$ cat src/rtl/dwb_pkg.sv
// Constants and types shared by both ends of the write-burst link
//--------------------------------------------------------------
//--------------------------------------------------------------
package dwb_pkg;
	// Burst mode and organisation codes
	localparam logic [1:0] BM_BL8  = 2'h0;
	localparam logic [1:0] BM_OTF  = 2'h1;
	localparam logic [1:0] BM_BC4  = 2'h2;
	localparam logic [1:0] ORG_X4  = 2'h0;
	// Link timing in link clocks (two beats per clock)
	localparam int         LEN_BL8 = 4;
	localparam int         LEN_BC4 = 2;
	localparam int         GAP_OTF = 4;
	localparam int         GAP_FIX = 2;
	localparam int         SP_MIN  = 4;
	localparam int         SP_BAD  = 5;
	localparam int         CWL_LOW = 9;
	localparam int         WL_MIN  = 2;
	localparam int         DL_DEP  = 32;
	// Link clock made by the host divider
	localparam int         CLK_NS  = 5;
	localparam int         CK_NS   = 40;
	localparam int         CK_HALF = CK_NS / (2 * CLK_NS);
	// Register byte offsets
	localparam logic [7:0] REG_CFG  = 8'h00;
	localparam logic [7:0] REG_CMD  = 8'h04;
	localparam logic [7:0] REG_DAT  = 8'h08;
	localparam logic [7:0] REG_MASK = 8'h18;
	localparam logic [7:0] REG_STAT = 8'h1c;
	localparam logic [31:0] CFG_RST = 32'h0000_0000;
	// Configuration fields
	localparam int         CF_BM   = 0;
	localparam int         CF_PRE2 = 2;
	localparam int         CF_AL   = 3;
	localparam int         CF_CWL  = 8;
	localparam int         CF_TWR  = 13;
	// Command fields
	localparam int         CM_COL  = 0;
	localparam int         CM_BA   = 10;
	localparam int         CM_A10  = 12;
	localparam int         CM_A12  = 13;
	localparam int         CM_TWIN = 14;
	localparam int         CM_SP   = 16;
	// Pending write held in the latency line
	typedef struct packed {
		logic       v;
		logic       bc4;
		logic       ap;
		logic [1:0] ba;
		logic [9:0] col;
	} dwb_cmd_s;
endpackage

$ cat src/rtl/dwb_if.sv
// Link between the memory controller and the write-burst device
`timescale 1ns/1ps
interface dwb_if;
	logic        ck;
	logic        cmd;
	logic        a10;
	logic        a12;
	logic [1:0]  ba;
	logic [9:0]  col;
	logic [31:0] dq;
	logic [3:0]  dm_n;
	logic        dq_oe;
	modport host (output ck, cmd, a10, a12, ba, col, dq, dm_n, dq_oe);
	modport dev  (input  ck, cmd, a10, a12, ba, col, dq, dm_n, dq_oe);
endinterface

$ cat src/rtl/dwb_host.sv
// Controller end: register file, link clock divider and write sequencer
//
// Implementation choices: the register offsets and the Wishbone interface to the registers.
`timescale 1ns/1ps
module dwb_host
	import dwb_pkg::*;
(
	// Clock and reset
	input  logic        core_clk,
	input  logic        sys_rst,
	// Wishbone slave
	input  logic        wb_cyc,
	input  logic        wb_stb,
	input  logic        wb_we,
	input  logic [7:0]  wb_adr,
	input  logic [31:0] wb_dat_w,
	input  logic [3:0]  wb_sel,
	output logic [31:0] wb_dat_r,
	output logic        wb_ack,
	// Link
	dwb_if.host         lnk
);
	logic [31:0] cfg_q;
	logic [31:0] cmd_q;
	logic [31:0] dat_q [4];
	logic [15:0] mask_q;
	logic        run_q;
	logic        err_q;
	logic [7:0]  t_q;
	logic [2:0]  dv_q;
	logic        ck_q;
	logic        cmd_o_q;
	logic        a10_q;
	logic        a12_q;
	logic [1:0]  ba_q;
	logic [9:0]  col_q;
	logic [31:0] dq_q;
	logic [3:0]  dm_q;
	logic        oe_q;
	logic        req;
	logic        wr;
	logic        fall;
	logic        wr_cmd;
	logic        bad;
	logic [1:0]  bm;
	logic        pre2;
	logic [7:0]  wl;
	logic [7:0]  sp;
	logic [7:0]  s1;
	logic [7:0]  len;
	logic [7:0]  pre;
	logic [7:0]  gap;
	logic [7:0]  end_t;
	logic        twin;
	logic        in0;
	logic        in1;
	logic        pre0;
	logic        pre1;
	logic [1:0]  idx;
	logic        is_cmd;
	logic        is_2nd;
	logic [31:0] rd;
	logic [31:0] wmask;

	//--------------------------------------------------------------
	// Bus decode
	//--------------------------------------------------------------
	assign req    = wb_cyc & wb_stb & ~wb_ack;
	assign wr     = req & wb_we;
	assign wr_cmd = wr & (wb_adr == REG_CMD);
	assign wmask  = {{8{wb_sel[3]}}, {8{wb_sel[2]}}, {8{wb_sel[1]}}, {8{wb_sel[0]}}};

	// Read mux, unmapped reads as zero
	always_comb
	begin
		rd = 32'h0000_0000;
		case (wb_adr)
			REG_CFG:       rd = cfg_q;
			REG_CMD:       rd = cmd_q;
			REG_DAT:       rd = dat_q[0];
			REG_DAT + 8'h4: rd = dat_q[1];
			REG_DAT + 8'h8: rd = dat_q[2];
			REG_DAT + 8'hc: rd = dat_q[3];
			REG_MASK:      rd = {16'h0000, mask_q};
			REG_STAT:      rd = {30'h0, err_q, run_q};
			default:       rd = 32'h0000_0000;
		endcase
	end

	// Acknowledge one cycle after the request, read data with it
	always_ff @(posedge core_clk)
	begin
		if (sys_rst)
		begin
			wb_ack   <= 1'b0;
			wb_dat_r <= 32'h0000_0000;
		end
		else
		begin
			wb_ack   <= req;
			wb_dat_r <= rd;
		end
	end

	//--------------------------------------------------------------
	// Register writes
	//--------------------------------------------------------------
	always_ff @(posedge core_clk)
	begin
		if (sys_rst)
		begin
			cfg_q  <= CFG_RST;
			mask_q <= 16'hffff;
		end
		else
		begin
			if (wr && wb_adr == REG_CFG)
				cfg_q <= (cfg_q & ~wmask) | (wb_dat_w & wmask);
			if (wr && wb_adr == REG_MASK)
				mask_q <= (mask_q & ~wmask[15:0]) | (wb_dat_w[15:0] & wmask[15:0]);
		end
	end

	genvar gi;
	generate
		for (gi = 0; gi < 4; gi++)
		begin : g_dat
			always_ff @(posedge core_clk)
			begin
				if (sys_rst)
					dat_q[gi] <= 32'h0000_0000;
				else if (wr && wb_adr == REG_DAT + 8'(4 * gi))
					dat_q[gi] <= (dat_q[gi] & ~wmask) | (wb_dat_w & wmask);
			end
		end
	endgenerate

	//--------------------------------------------------------------
	// Link clock divider
	//--------------------------------------------------------------
	assign fall = ck_q & (dv_q == 3'(CK_HALF - 1));

	always_ff @(posedge core_clk)
	begin
		if (sys_rst)
		begin
			dv_q <= 3'h0;
			ck_q <= 1'b0;
		end
		else if (dv_q == 3'(CK_HALF - 1))
		begin
			dv_q <= 3'h0;
			ck_q <= ~ck_q;
		end
		else
			dv_q <= dv_q + 3'h1;
	end

	//--------------------------------------------------------------
	// Write schedule in link clocks counted from the first command
	//--------------------------------------------------------------
	assign bm    = cfg_q[CF_BM +: 2];
	assign pre2  = cfg_q[CF_PRE2];
	assign wl    = 8'(cfg_q[CF_AL +: 5]) + 8'(cfg_q[CF_CWL +: 5]);
	assign twin  = cmd_q[CM_TWIN];
	assign sp    = 8'(cmd_q[CM_SP +: 5]);
	assign s1    = wl + sp;
	assign len   = ((bm == BM_BC4) || (bm == BM_OTF && !cmd_q[CM_A12])) ?
		8'(LEN_BC4) : 8'(LEN_BL8);
	assign gap   = (bm == BM_BC4) ? 8'(GAP_FIX) : 8'(GAP_OTF);
	assign pre   = pre2 ? 8'h2 : 8'h1;
	// Recovery is the tWR field counted from gap clocks after the last burst start, two clocks past the last beat for an OTF chop
	assign end_t = (twin ? sp : 8'h00) + wl + gap + 8'(cfg_q[CF_TWR +: 5]);
	assign in0   = (t_q >= wl) && (t_q < wl + len);
	assign in1   = twin && (t_q >= s1) && (t_q < s1 + len);
	assign pre0  = (t_q + pre >= wl) && (t_q < wl);
	assign pre1  = twin && (t_q + pre >= s1) && (t_q < s1);
	assign idx   = in0 ? 2'(t_q - wl) : 2'(t_q - s1);
	assign is_cmd = run_q && (t_q == 8'h00 || (twin && t_q == sp));
	assign is_2nd = twin && t_q == sp;

	// Refusal of settings the link does not allow
	assign bad = (pre2 && cfg_q[CF_CWL +: 5] <= 5'(CWL_LOW)) ||
		(wb_dat_w[CM_TWIN] && wb_dat_w[CM_SP +: 5] < 5'(SP_MIN)) ||
		(pre2 && wb_dat_w[CM_TWIN] && wb_dat_w[CM_SP +: 5] == 5'(SP_BAD)) ||
		(wl < 8'(WL_MIN)) || run_q;

	// Start, step on each link clock fall, and error flag
	always_ff @(posedge core_clk)
	begin
		if (sys_rst)
		begin
			cmd_q <= 32'h0000_0000;
			run_q <= 1'b0;
			err_q <= 1'b0;
			t_q   <= 8'h00;
		end
		else
		begin
			if (wr_cmd && bad)
				err_q <= 1'b1;
			else if (wr && wb_adr == REG_STAT && wb_dat_w[1])
				err_q <= 1'b0;
			if (wr_cmd && !bad)
			begin
				cmd_q <= wb_dat_w;
				run_q <= 1'b1;
				t_q   <= 8'h00;
			end
			else if (run_q && fall)
			begin
				t_q <= t_q + 8'h01;
				if (t_q == end_t)
					run_q <= 1'b0;
			end
		end
	end

	//--------------------------------------------------------------
	// Link outputs, changed as the link clock falls
	//--------------------------------------------------------------
	always_ff @(posedge core_clk)
	begin
		if (sys_rst)
		begin
			cmd_o_q <= 1'b0;
			a10_q   <= 1'b0;
			a12_q   <= 1'b0;
			ba_q    <= 2'h0;
			col_q   <= 10'h000;
			dq_q    <= 32'h0000_0000;
			dm_q    <= 4'hf;
			oe_q    <= 1'b0;
		end
		else if (fall)
		begin
			cmd_o_q <= is_cmd;
			a10_q   <= is_cmd & cmd_q[CM_A10];
			a12_q   <= is_cmd & cmd_q[CM_A12];
			ba_q    <= cmd_q[CM_BA +: 2] + {1'b0, is_2nd};
			col_q   <= cmd_q[CM_COL +: 10];
			dq_q    <= (run_q && (in0 || in1)) ? dat_q[idx] : 32'h0000_0000;
			dm_q    <= (run_q && (in0 || in1)) ? mask_q[idx*4 +: 4] : 4'hf;
			oe_q    <= run_q && (in0 || in1 || pre0 || pre1);
		end
	end

	assign lnk.ck    = ck_q;
	assign lnk.cmd   = cmd_o_q;
	assign lnk.a10   = a10_q;
	assign lnk.a12   = a12_q;
	assign lnk.ba    = ba_q;
	assign lnk.col   = col_q;
	assign lnk.dq    = dq_q;
	assign lnk.dm_n  = dm_q;
	assign lnk.dq_oe = oe_q;
endmodule // dwb_host

$ cat src/flat_wrapper.sv
// flat-port wrapper written by rule: the top's interface ports become plain ports
module dwb_host_flat import dwb_pkg::*;
  (core_clk, sys_rst, wb_cyc, wb_stb, wb_we, wb_adr, wb_dat_w, wb_sel, wb_dat_r, wb_ack, lnk_ck, lnk_cmd, lnk_a10, lnk_a12, lnk_ba, lnk_col, lnk_dq, lnk_dm_n, lnk_dq_oe);
  dwb_if lnk_i ();
  input  logic core_clk;
  input  logic sys_rst;
  input  logic wb_cyc;
  input  logic wb_stb;
  input  logic wb_we;
  input  logic [7:0] wb_adr;
  input  logic [31:0] wb_dat_w;
  input  logic [3:0] wb_sel;
  output logic [31:0] wb_dat_r;
  output logic wb_ack;
  output wire logic [$bits(lnk_i.ck)-1:0] lnk_ck;
  output wire logic [$bits(lnk_i.cmd)-1:0] lnk_cmd;
  output wire logic [$bits(lnk_i.a10)-1:0] lnk_a10;
  output wire logic [$bits(lnk_i.a12)-1:0] lnk_a12;
  output wire logic [$bits(lnk_i.ba)-1:0] lnk_ba;
  output wire logic [$bits(lnk_i.col)-1:0] lnk_col;
  output wire logic [$bits(lnk_i.dq)-1:0] lnk_dq;
  output wire logic [$bits(lnk_i.dm_n)-1:0] lnk_dm_n;
  output wire logic [$bits(lnk_i.dq_oe)-1:0] lnk_dq_oe;
  assign lnk_ck = lnk_i.ck;
  assign lnk_cmd = lnk_i.cmd;
  assign lnk_a10 = lnk_i.a10;
  assign lnk_a12 = lnk_i.a12;
  assign lnk_ba = lnk_i.ba;
  assign lnk_col = lnk_i.col;
  assign lnk_dq = lnk_i.dq;
  assign lnk_dm_n = lnk_i.dm_n;
  assign lnk_dq_oe = lnk_i.dq_oe;
  dwb_host u_core (.core_clk(core_clk), .sys_rst(sys_rst), .wb_cyc(wb_cyc), .wb_stb(wb_stb), .wb_we(wb_we), .wb_adr(wb_adr), .wb_dat_w(wb_dat_w), .wb_sel(wb_sel), .wb_dat_r(wb_dat_r), .wb_ack(wb_ack), .lnk(lnk_i));
endmodule
$ cat config.mk
export PLATFORM = sky130hd
export DESIGN_NAME = dwb_host_flat
export DESIGN_NICKNAME = d
export VERILOG_FILES = /design/src/rtl/dwb_pkg.sv /design/src/rtl/dwb_if.sv /design/src/rtl/dwb_host.sv /design/src/flat_wrapper.sv
export SDC_FILE = /design/constraint.sdc
export NUM_CORES = 1
export LEC_CHECK = 0
export ABC_AREA = 1
export BUFFER_PORTS_ARGS = -buffer_cell sky130_fd_sc_hd__buf_2
export CELL_PAD_IN_SITES_DETAIL_PLACEMENT = 0
export CELL_PAD_IN_SITES_GLOBAL_PLACEMENT = 2
export CORE_AREA = 3 3 230 232
export DETAILED_ROUTE_END_ITERATION = 8
export DIE_AREA = 0 0 233 235
export PLACE_DENSITY_LB_ADDON = 0.2
export SLEW_MARGIN = 10
export SYNTH_ARGS = -nofsm -noshare
export SYNTH_HDL_FRONTEND = slang
export SYNTH_SLANG_ARGS = --single-unit
$ cat constraint.sdc
create_clock -name core_clk -period 4.65 [get_ports core_clk]
set_input_delay 0.2325 -clock core_clk [delete_from_list [all_inputs] [get_ports core_clk]]
set_output_delay 0.2325 -clock core_clk [all_outputs]
set_load 0.05 [all_outputs]
# Word level (Yosys, flattened, before mapping)
# Memory sizes are Yosys's and may differ from the RTL's.
# Cells that the tools add are included.
word_totals:
  reg_bits: 179
  latchBits: 0
  ram_bits: 128
  rom_bits: 0
  inputBits: 49
  n_memories: 1
classes:
  addsub: 13
  multipliers: 0
  div_mod_pow: 0
  n_lt_le_gt_ge: 11
  n_eq_ne: 13
  n_shift: 1
  muxes: 31
  n_bitwise: 29
  n_reduce_logical: 45
mem_list:
  columns: ["memory", "words", "width", "read_ports", "rd_ports_with_merged_regs", "write_ports", "line_no", "text"]
  rows:
  - ["u_core.dat_q", 4, 32, 5, 0, 4, "dwb_host.sv:25", "logic [31:0] dat_q [4];"]
ops:
  columns: ["cell", "count"]
  rows:
  - ["case mux 32 bit (8 select lines)", 1]
  - ["bitwise AND 32 bit", 6]
  - ["two-way mux 32 bit", 5]
  - ["bitwise OR 32 bit", 5]
  - ["bitwise AND 16 bit", 2]
  - ["equality test 8 x 5 -> 1 bit (second input constant)", 4]
  - ["inverter 32 bit", 1]
  - ["logical AND 1 bit", 26]
  - ["less-than comparator 8 bit", 3]
  - ["two-way mux 1 bit", 19]
  - ["equality test 8 x 4 -> 1 bit (second input constant)", 2]
  - [">= comparator 8 x 6 -> 1 bit", 2]
  - [">= comparator 8 bit", 2]
  - ["logical NOT 8 bit", 2]
  - ["inverter 16 bit", 1]
  - ["bitwise OR 16 bit", 1]
  - ["variable part select 16 x 5 -> 4 bit", 1]
  - ["logical OR 1 bit", 9]
  - ["adder 8 x 1 -> 8 bit (second input constant)", 1]
  - ["adder 8 x 2 -> 8 bit", 1]
  - ["adder 8 x 3 -> 8 bit", 1]
  - ["adder 8 x 5 -> 8 bit", 1]
  - ["adder 8 bit", 1]
  - ["equality test 8 x 3 -> 1 bit (second input constant)", 1]
  - ["other kinds (28)", 45]

# Depth between registers and ports, before layout
# Gate-level depths: netlist of the first run.
logic_depth:
  ltp_word: 11
  mapped_depth: 27

# Worst setup path before layout of the first run
# OpenSTA, ideal clock, no wires.
synth_timing:
  kind: "flip-flop to flip-flop"
  startpoint: "reg with a tool-made name"
  endpoint: "reg u_core.dq_q[16] (netlist: u_core.lnk.dq[16])"
  setup_time_ns: 0.113
  arrival_time_ns: 4.603
  required_time_ns: 4.537
  setup_slack_ns: -0.066
  path_stages_with_launch: 26
  path_buffers: 2
  cell_sequence: "dfxtp_1 -> ha_1 -> inv_1 -> fa_1 -> inv_1 -> ha_1 -> inv_1 -> fa_1 -> inv_1 -> nand3_1 -> xor2_1 -> ha_1 -> nand2_1 -> nand2_1 -> nand2_1 -> nand2_1 -> a21oi_4 -> nand2_8 -> mux2_2 -> ha_1 -> buf_2 -> buf_1 -> mux2i_1 -> nand2_2 -> nand3_2 -> nand2_1"
synth_lines:
  columns: ["element", "line_no", "text"]
  rows:
  - ["end signal: assignment", "dwb_host.sv:242", "dq_q <= (run_q && (in0 || in1)) ? dat_q[idx] : 32'h0000_0000;"]
  - ["end: declaration", "dwb_host.sv:37", "logic [31:0] dq_q;"]

==> impl_metrics.tcl, run 1 <==
set metrics [dict create \
    status "finished clean" \
    path_max_fanout 6 \
    htreeDepth 2 \
    grt_pass1_wl_um 94200 \
    hold_path_class "in -> reg" \
    grtUsageMet2_pct 36.0 \
    crit_type "reg -> reg" \
    r2r_cells 27 \
    synth_top_family_by_area "simple AND/OR/NAND/NOR gates" \
    std_cell_rows 83 \
    synth.area.top_cells "edfxtp_1, dfxtp_1, nand2_1, a21oi_1, nor2_1" \
    fin_cells 2990 \
    synth_edf_count 128 \
    cts-root-buf "clkbuf_16" \
    critPathMaxStageDelay_ns 0.49 \
    ys_async_sr_fraction_pct 0 \
    drt_iter0_drc 1213 \
    placed_cells 2879 \
    finalMaxSlewViolations 0 \
    setup_viol 0 \
    crit_path_frequent_cell "nand2_1" \
    endpoint "u_core.lnk.dq[30]$_SDFFE_PP0P_" \
    track_usage_pct 22.8 \
    hold_viol_final 0 \
    tritoncts "built" \
    finalCritPeriodShare_pct 95.9 \
    min_period_ns 4.46 \
    cp_slowest_cell "fa_2" \
    grtUsageMet1_pct 32.2 \
    routed_via_density 5.12 \
    clkSlewWorstSetupHoldPaths_ns 0.06 \
    cellPowerDensity_nw_per_um2 305 \
    netlist.area_leader.share_pct 22.9 \
    die_w_um 233 \
    cap_violations 0 \
    clock_sinks 307 \
    synth-xor-area-share_pct 1.82 \
    synth_area_per_cell_um2 7.95 \
    grt_pass1_vias 14700 \
    final_common_cell "nand2_1" \
    fmax_mhz 224 \
    cts_made_buffers 39 \
    skew_ns 0.0230 \
    swShare_pct 24.0 \
    core_um2 51200 \
    nets 2413 \
    internal-power_mw 4.68 \
    postRouteAntennaNets 0 \
    synthMuxAreaShare_pct 1.44 \
    r2r_setup_slack_ns 0.19 \
    required_ns 5.10 \
    worstPathArrival_ns 4.91 \
    rr_endpoint "u_core.lnk.dq[30]$_SDFFE_PP0P_" \
    dr.pass1.iters 5 \
    synth.largest_area_cell "edfxtp_1" \
    routed_wirelength_um 65200 \
    use_met3_pct 4.21 \
    worstSetupEndpointType "flip-flop" \
    clock_latency_ns 0.57 \
    relSlewSlack_pct 23.9 \
    p_comb_share_pct 4.9 \
    worstMarginPinSlew_ns 1.14 \
    p_seq_share_pct 46.7 \
    ctsLongestPathBuffers 3 \
    grt_max_degree 49 \
    io_pins 135 \
    synth_nets 2242 \
    initial_core_util_pct 32.8 \
    finalPower_mw 6.16 \
    die_area_um2 54800 \
    routabilityCongestion 0.859 \
    power_switching_mw 1.48 \
    power_frac_clock_pct 48.4 \
    synth_seq_area_share_pct 44.3 \
    hpwl_um 43700 \
    ir_worst_vdd_v 0.000205 \
    synth_seq_cells 307 \
    p_leak_nw 9.40 \
    antenna_found_initial 0 \
    synth_warnings 0 \
    die-height_um 235 \
    io_buffers 134 \
    synthToLayoutAreaGrowth_pct 20.5 \
    drive_gt1_share_pct 16.4 \
    final_cell_mix "nand2_1, nor2_1, a21oi_1" \
    grt_overflow 0 \
    synth_compound_gate_area_share_pct 15.0 \
    critPathLaunchType "flip-flop" \
    synth_simple_gate_area_share_pct 22.5 \
    drc_errors 0 \
    num_vias 15300 \
    grt.busiest_layer "met2" \
    diodes 0 \
    synth_flop_cell "dfxtp_1" \
    yosys.area_share.adder_pct 6.60 \
    synth_area_um2 16800 \
    ys_types 55 \
    syn_inst 2110 \
    wl_per_cell_um 21.8 \
]
-- cell families after synthesis --
| logic type | after synthesis |
|---|---|
| AOI/OAI and AO/OA | 451 |
| xor gates and xnor gates | 34 |
| adders and majority gates | 83 |
| buffers and inverters | 340 |
| DFF | 307 |
| muxes | 24 |
| other | 1 |
| and+or+nand+nor | 870 |
-- per-layer routing --
layer | wire length, um | vias to the layer above | part of all wire (%)
met5 | 0 | - | 0
met4 | 1660 | 0 | 2.5
li1 | - | 7355 | -
met1 | 29900 | 7364 | 46
met2 | 29400 | 501 | 45
met3 | 4240 | 87 | 6.5
-- synthesized netlist by cell type (all sizes together) (10+ instances only) --
cell and instances:
buf 35, dfxtp 179, o22ai 35, o221ai 10, a221oi 17, nor2 255, a21oi 228, mux2i 23
o21ai 128, edfxtp 128, a211oi 11, nand2 489, xnor2 11, nand3 81, inv 236, ha 74
clkbuf 66, nor3 16, xor2 23
-- critical path: cells and delay by family, from the launching register on --
family / cells / cell delay [ns]
flops: 1 / 0.34
mux: 1 / 0.31
simple gates: 11 / 0.88
buf+inv: 6 / 0.63
compound gates: 1 / 0.22
fa+ha+maj: 6 / 1.66
xor+xnor: 2 / 0.31
-- stage by stage --
stage | cell area, um^2 | TNS [ns] | utilization, % | worst slack, ns | hold slack, ns
floorplan | 16800 | 0 | - | 0.000458 | 0.351
global placement | 18400 | -0.0423 | 35.9 | -0.0178 | 0.404
detailed placement | 18400 | -1.09 | 35.9 | -0.0783 | 0.414
finish | 20200 | 0 | 39.5 | 0.190 | 0.0321
CTS | 19900 | 0 | 38.8 | 0.0172 | 0.000803
global route | 20200 | -0.00705 | 39.5 | -0.00373 | 0.0120
-- power by group through the flow --
stage | logic (mW) | clock network, mW | registers, mW
finish | 0.305 | 2.98 | 2.88
global route | 0.336 | 3.16 | 2.88
CTS | 0.303 | 3.05 | 2.87
detailed placement | 0.287 | 0 | 2.93
global placement | 0.288 | 0 | 2.93
floorplan | 0.158 | 0 | 2.93
-- worst min path at each step --
stage / start / to / depth (start not counted) / slack, ns
floorplan: wb_stb / u_core.wb_ack$_SDFF_PP0_ / 2 / 0.35
global placement: u_core.dv_q[0]$_SDFF_PP0_ / u_core.dv_q[0]$_SDFF_PP0_ / 1 / 0.40
detailed placement: u_core.dv_q[0]$_SDFF_PP0_ / u_core.dv_q[0]$_SDFF_PP0_ / 1 / 0.41
CTS: wb_dat_w[13] / u_core.cmd_q[13]$_SDFFE_PP0P_ / 3 / 0.0008
global route: wb_dat_w[24] / u_core.cmd_q[24]$_SDFFE_PP0P_ / 3 / 0.01
finish: wb_dat_w[13] / u_core.cmd_q[13]$_SDFFE_PP0P_ / 3 / 0.03
-- final cells by class --
| cell class | instances | area (um^2) |
|---|---|---|
| Fill cell | 5333 | 31000 |
| Multi-Input combinational cell | 1463 | 8100 |
| Sequential cell | 307 | 7430 |
| Timing Repair Buffer | 231 | 1690 |
| Clock buffer | 58 | 1140 |
| Inverter | 239 | 900 |
| Tap cell | 680 | 851 |
| Clock inverter | 12 | 101 |
-- what timing repair did --
item | 4_1_cts | 5_1_grt
cloned | 0 | 6
buffers inserted | 2 | 10
pin swaps | 1 | 8
hold buffers | 23 | 0
gates resized for setup | 0 | 33
setup endpoints to repair | 30 | 37
endpoints found under the hold margin | 26 | 0
No activity file was read; power rests on OpenSTA's default activity.
==> run 2, diff against run 1 <==
RECOVER_POWER = 25   (was default)
==> impl_metrics.tcl, run 2 (synthesis results as in run 1) <==
set metrics [dict create \
    holdPathStages 3 \
    required_ns 5.10 \
    min_from "wb_dat_w[15]" \
    hold_path_class "in -> reg" \
    die_area_um2 54800 \
    cap_violations 1 \
    drc_errors 0 \
    num_vias 15300 \
    dr.pass1.iters 5 \
    io_pins 135 \
    skew_ns 0.0230 \
    min_period_ns 4.46 \
    r2r_setup_slack_ns 0.19 \
    final_cell_mix "nand2_1, nor2_1, a21oi_1" \
    status "finished, violations left" \
    holdPathEnd "u_core.cmd_q[15]$_SDFFE_PP0P_" \
    io_buffers 134 \
    nets 2413 \
    setup_viol 0 \
    critPathLaunchType "flip-flop" \
    clkSlewWorstSetupHoldPaths_ns 0.06 \
    ctsLongestPathBuffers 3 \
    die-height_um 235 \
    finalCritPeriodShare_pct 95.9 \
    drive_gt1_share_pct 12.5 \
    nFillCells 5382 \
    routabilityCongestion 0.859 \
    postRouteAntennaNets 0 \
    violations "capacitance limit, slew limit" \
    hold_slack_ns 0.0319 \
    finalMaxSlewViolations 27 \
    grt_max_degree 49 \
    r2r_cells 27 \
    setup_tns_ns 0 \
    fmax_mhz 224 \
    routed_via_density 5.12 \
    finalInstanceArea_um2 20100 \
    crit_type "reg -> reg" \
    hold_viol_final 0 \
    post_dp_cell_area_um2 18400 \
    cts-root-buf "clkbuf_16" \
    die_w_um 233 \
    hpwl_um 43700 \
    worstSetupEndpointType "flip-flop" \
    clock_latency_ns 0.57 \
    initial_core_util_pct 32.8 \
    grt_pass1_vias 14700 \
    synthToLayoutAreaGrowth_pct 19.7 \
    core_um2 51200 \
    grt_overflow 0 \
    worstMarginPinSlew_ns 2.06 \
    std_cell_rows 83 \
    cts_made_buffers 39 \
    grt_pass1_wl_um 94200 \
    final_core_util_pct 39.2 \
    htreeDepth 2 \
    tritoncts "built" \
    p_leak_nw 9.02 \
    relSlewSlack_pct -37.5 \
    worstPathArrival_ns 4.91 \
    antenna_found_initial 0 \
    wl_per_cell_um 21.8 \
    ir_worst_vdd_v 0.000205 \
    path_max_fanout 6 \
    track_usage_pct 22.8 \
    routed_wirelength_um 65100 \
    placed_cells 2879 \
    final_common_cell "nand2_1" \
    diodes 0 \
    rr_endpoint "u_core.lnk.dq[30]$_SDFFE_PP0P_" \
    cellPowerDensity_nw_per_um2 307 \
    clock_sinks 307 \
    fin_cells 2990 \
    drt_iter0_drc 1190 \
]
run 2: power breakdown:
part | leakage (nW) | total [mW] | switching [mW] | internal (mW)
combinational | 5.65 | 0.303 | 0.218 | 0.0850
sequential | 2.76 | 2.88 | 0.0303 | 2.85
clock | 0.608 | 2.98 | 1.23 | 1.75
run 2: worst max-delay path by stage:
stage | start | to | slack (ns) | cells after the start
2_1_floorplan | flip-flop | u_core.lnk.dq[2]$_SDFFE_PP0P_ | 0.0005 | 27
3_3_place_gp | flip-flop | u_core.lnk.dq[8]$_SDFFE_PP0P_ | -0.02 | 20
3_5_place_dp | flip-flop | u_core.lnk.dq[8]$_SDFFE_PP0P_ | -0.08 | 20
4_1_cts | flip-flop | u_core.lnk.dq[8]$_SDFFE_PP0P_ | 0.02 | 21
5_1_grt | flip-flop | u_core.lnk.dq[18]$_SDFFE_PP0P_ | -0.004 | 25
6_report | flip-flop | u_core.lnk.dq[30]$_SDFFE_PP0P_ | 0.19 | 27
run 2: what timing repair did:
action / in CTS / in global routing
gates resized for setup: 0 / 33
hold buffers: 23 / 0
setup buffers: 2 / 10
pin swaps: 1 / 8
gates cloned: 0 / 6
hold endpoints to repair: 26 / 0
endpoints found under the setup margin: 30 / 37
run 2: cell type report:
type                       instances  area, um^2  area share (%)
sequential                       307        7430            37.0
tap                              680         851            4.24
clock inverter                    12         101           0.505
clock buffer                      58        1140            5.67
inverter                         239         900            4.48
timing repair buffer             231        1580            7.86
multi-input combinational       1463        8080            40.3
run 2: metrics by stage:
stage	setup WS [ns]	power (mW)
2_1_floorplan	0.000458	3.09
3_3_place_gp	-0.0178	3.22
3_5_place_dp	-0.0783	3.22
4_1_cts	0.0172	6.23
5_1_grt	-0.00373	6.37
6_report	0.190	6.16
run 2: layer usage:
layer | GRT usage [%] | routed length (um) | vias up
met4 | 5.86 | 1660 | 0
met3 | 4.21 | 4490 | 88
met5 | 0 | 0 | -
li1 | - | - | 7354
met1 | 32.2 | 29600 | 7365
met2 | 36.0 | 29300 | 515
run 2: critical path, cell delays in order (launching register included):
cell	delay, ns
dfxtp_1	0.34
ha_2	0.20
inv_1	0.07
fa_2	0.49
inv_2	0.08
ha_1	0.17
inv_1	0.07
fa_2	0.34
inv_2	0.07
nand3_1	0.08
xor2_1	0.16
ha_1	0.29
nand2_1	0.07
nand2_1	0.04
nand2_1	0.05
nand2_1	0.08
a21oi_4	0.22
nand2_8	0.10
mux2_2	0.31
ha_4	0.18
xnor2_4	0.15
buf_6	0.14
nand3_4	0.11
nand2_8	0.16
clkbuf_16	0.20
nand2_1	0.06
nand3_1	0.08
nand2_1	0.05
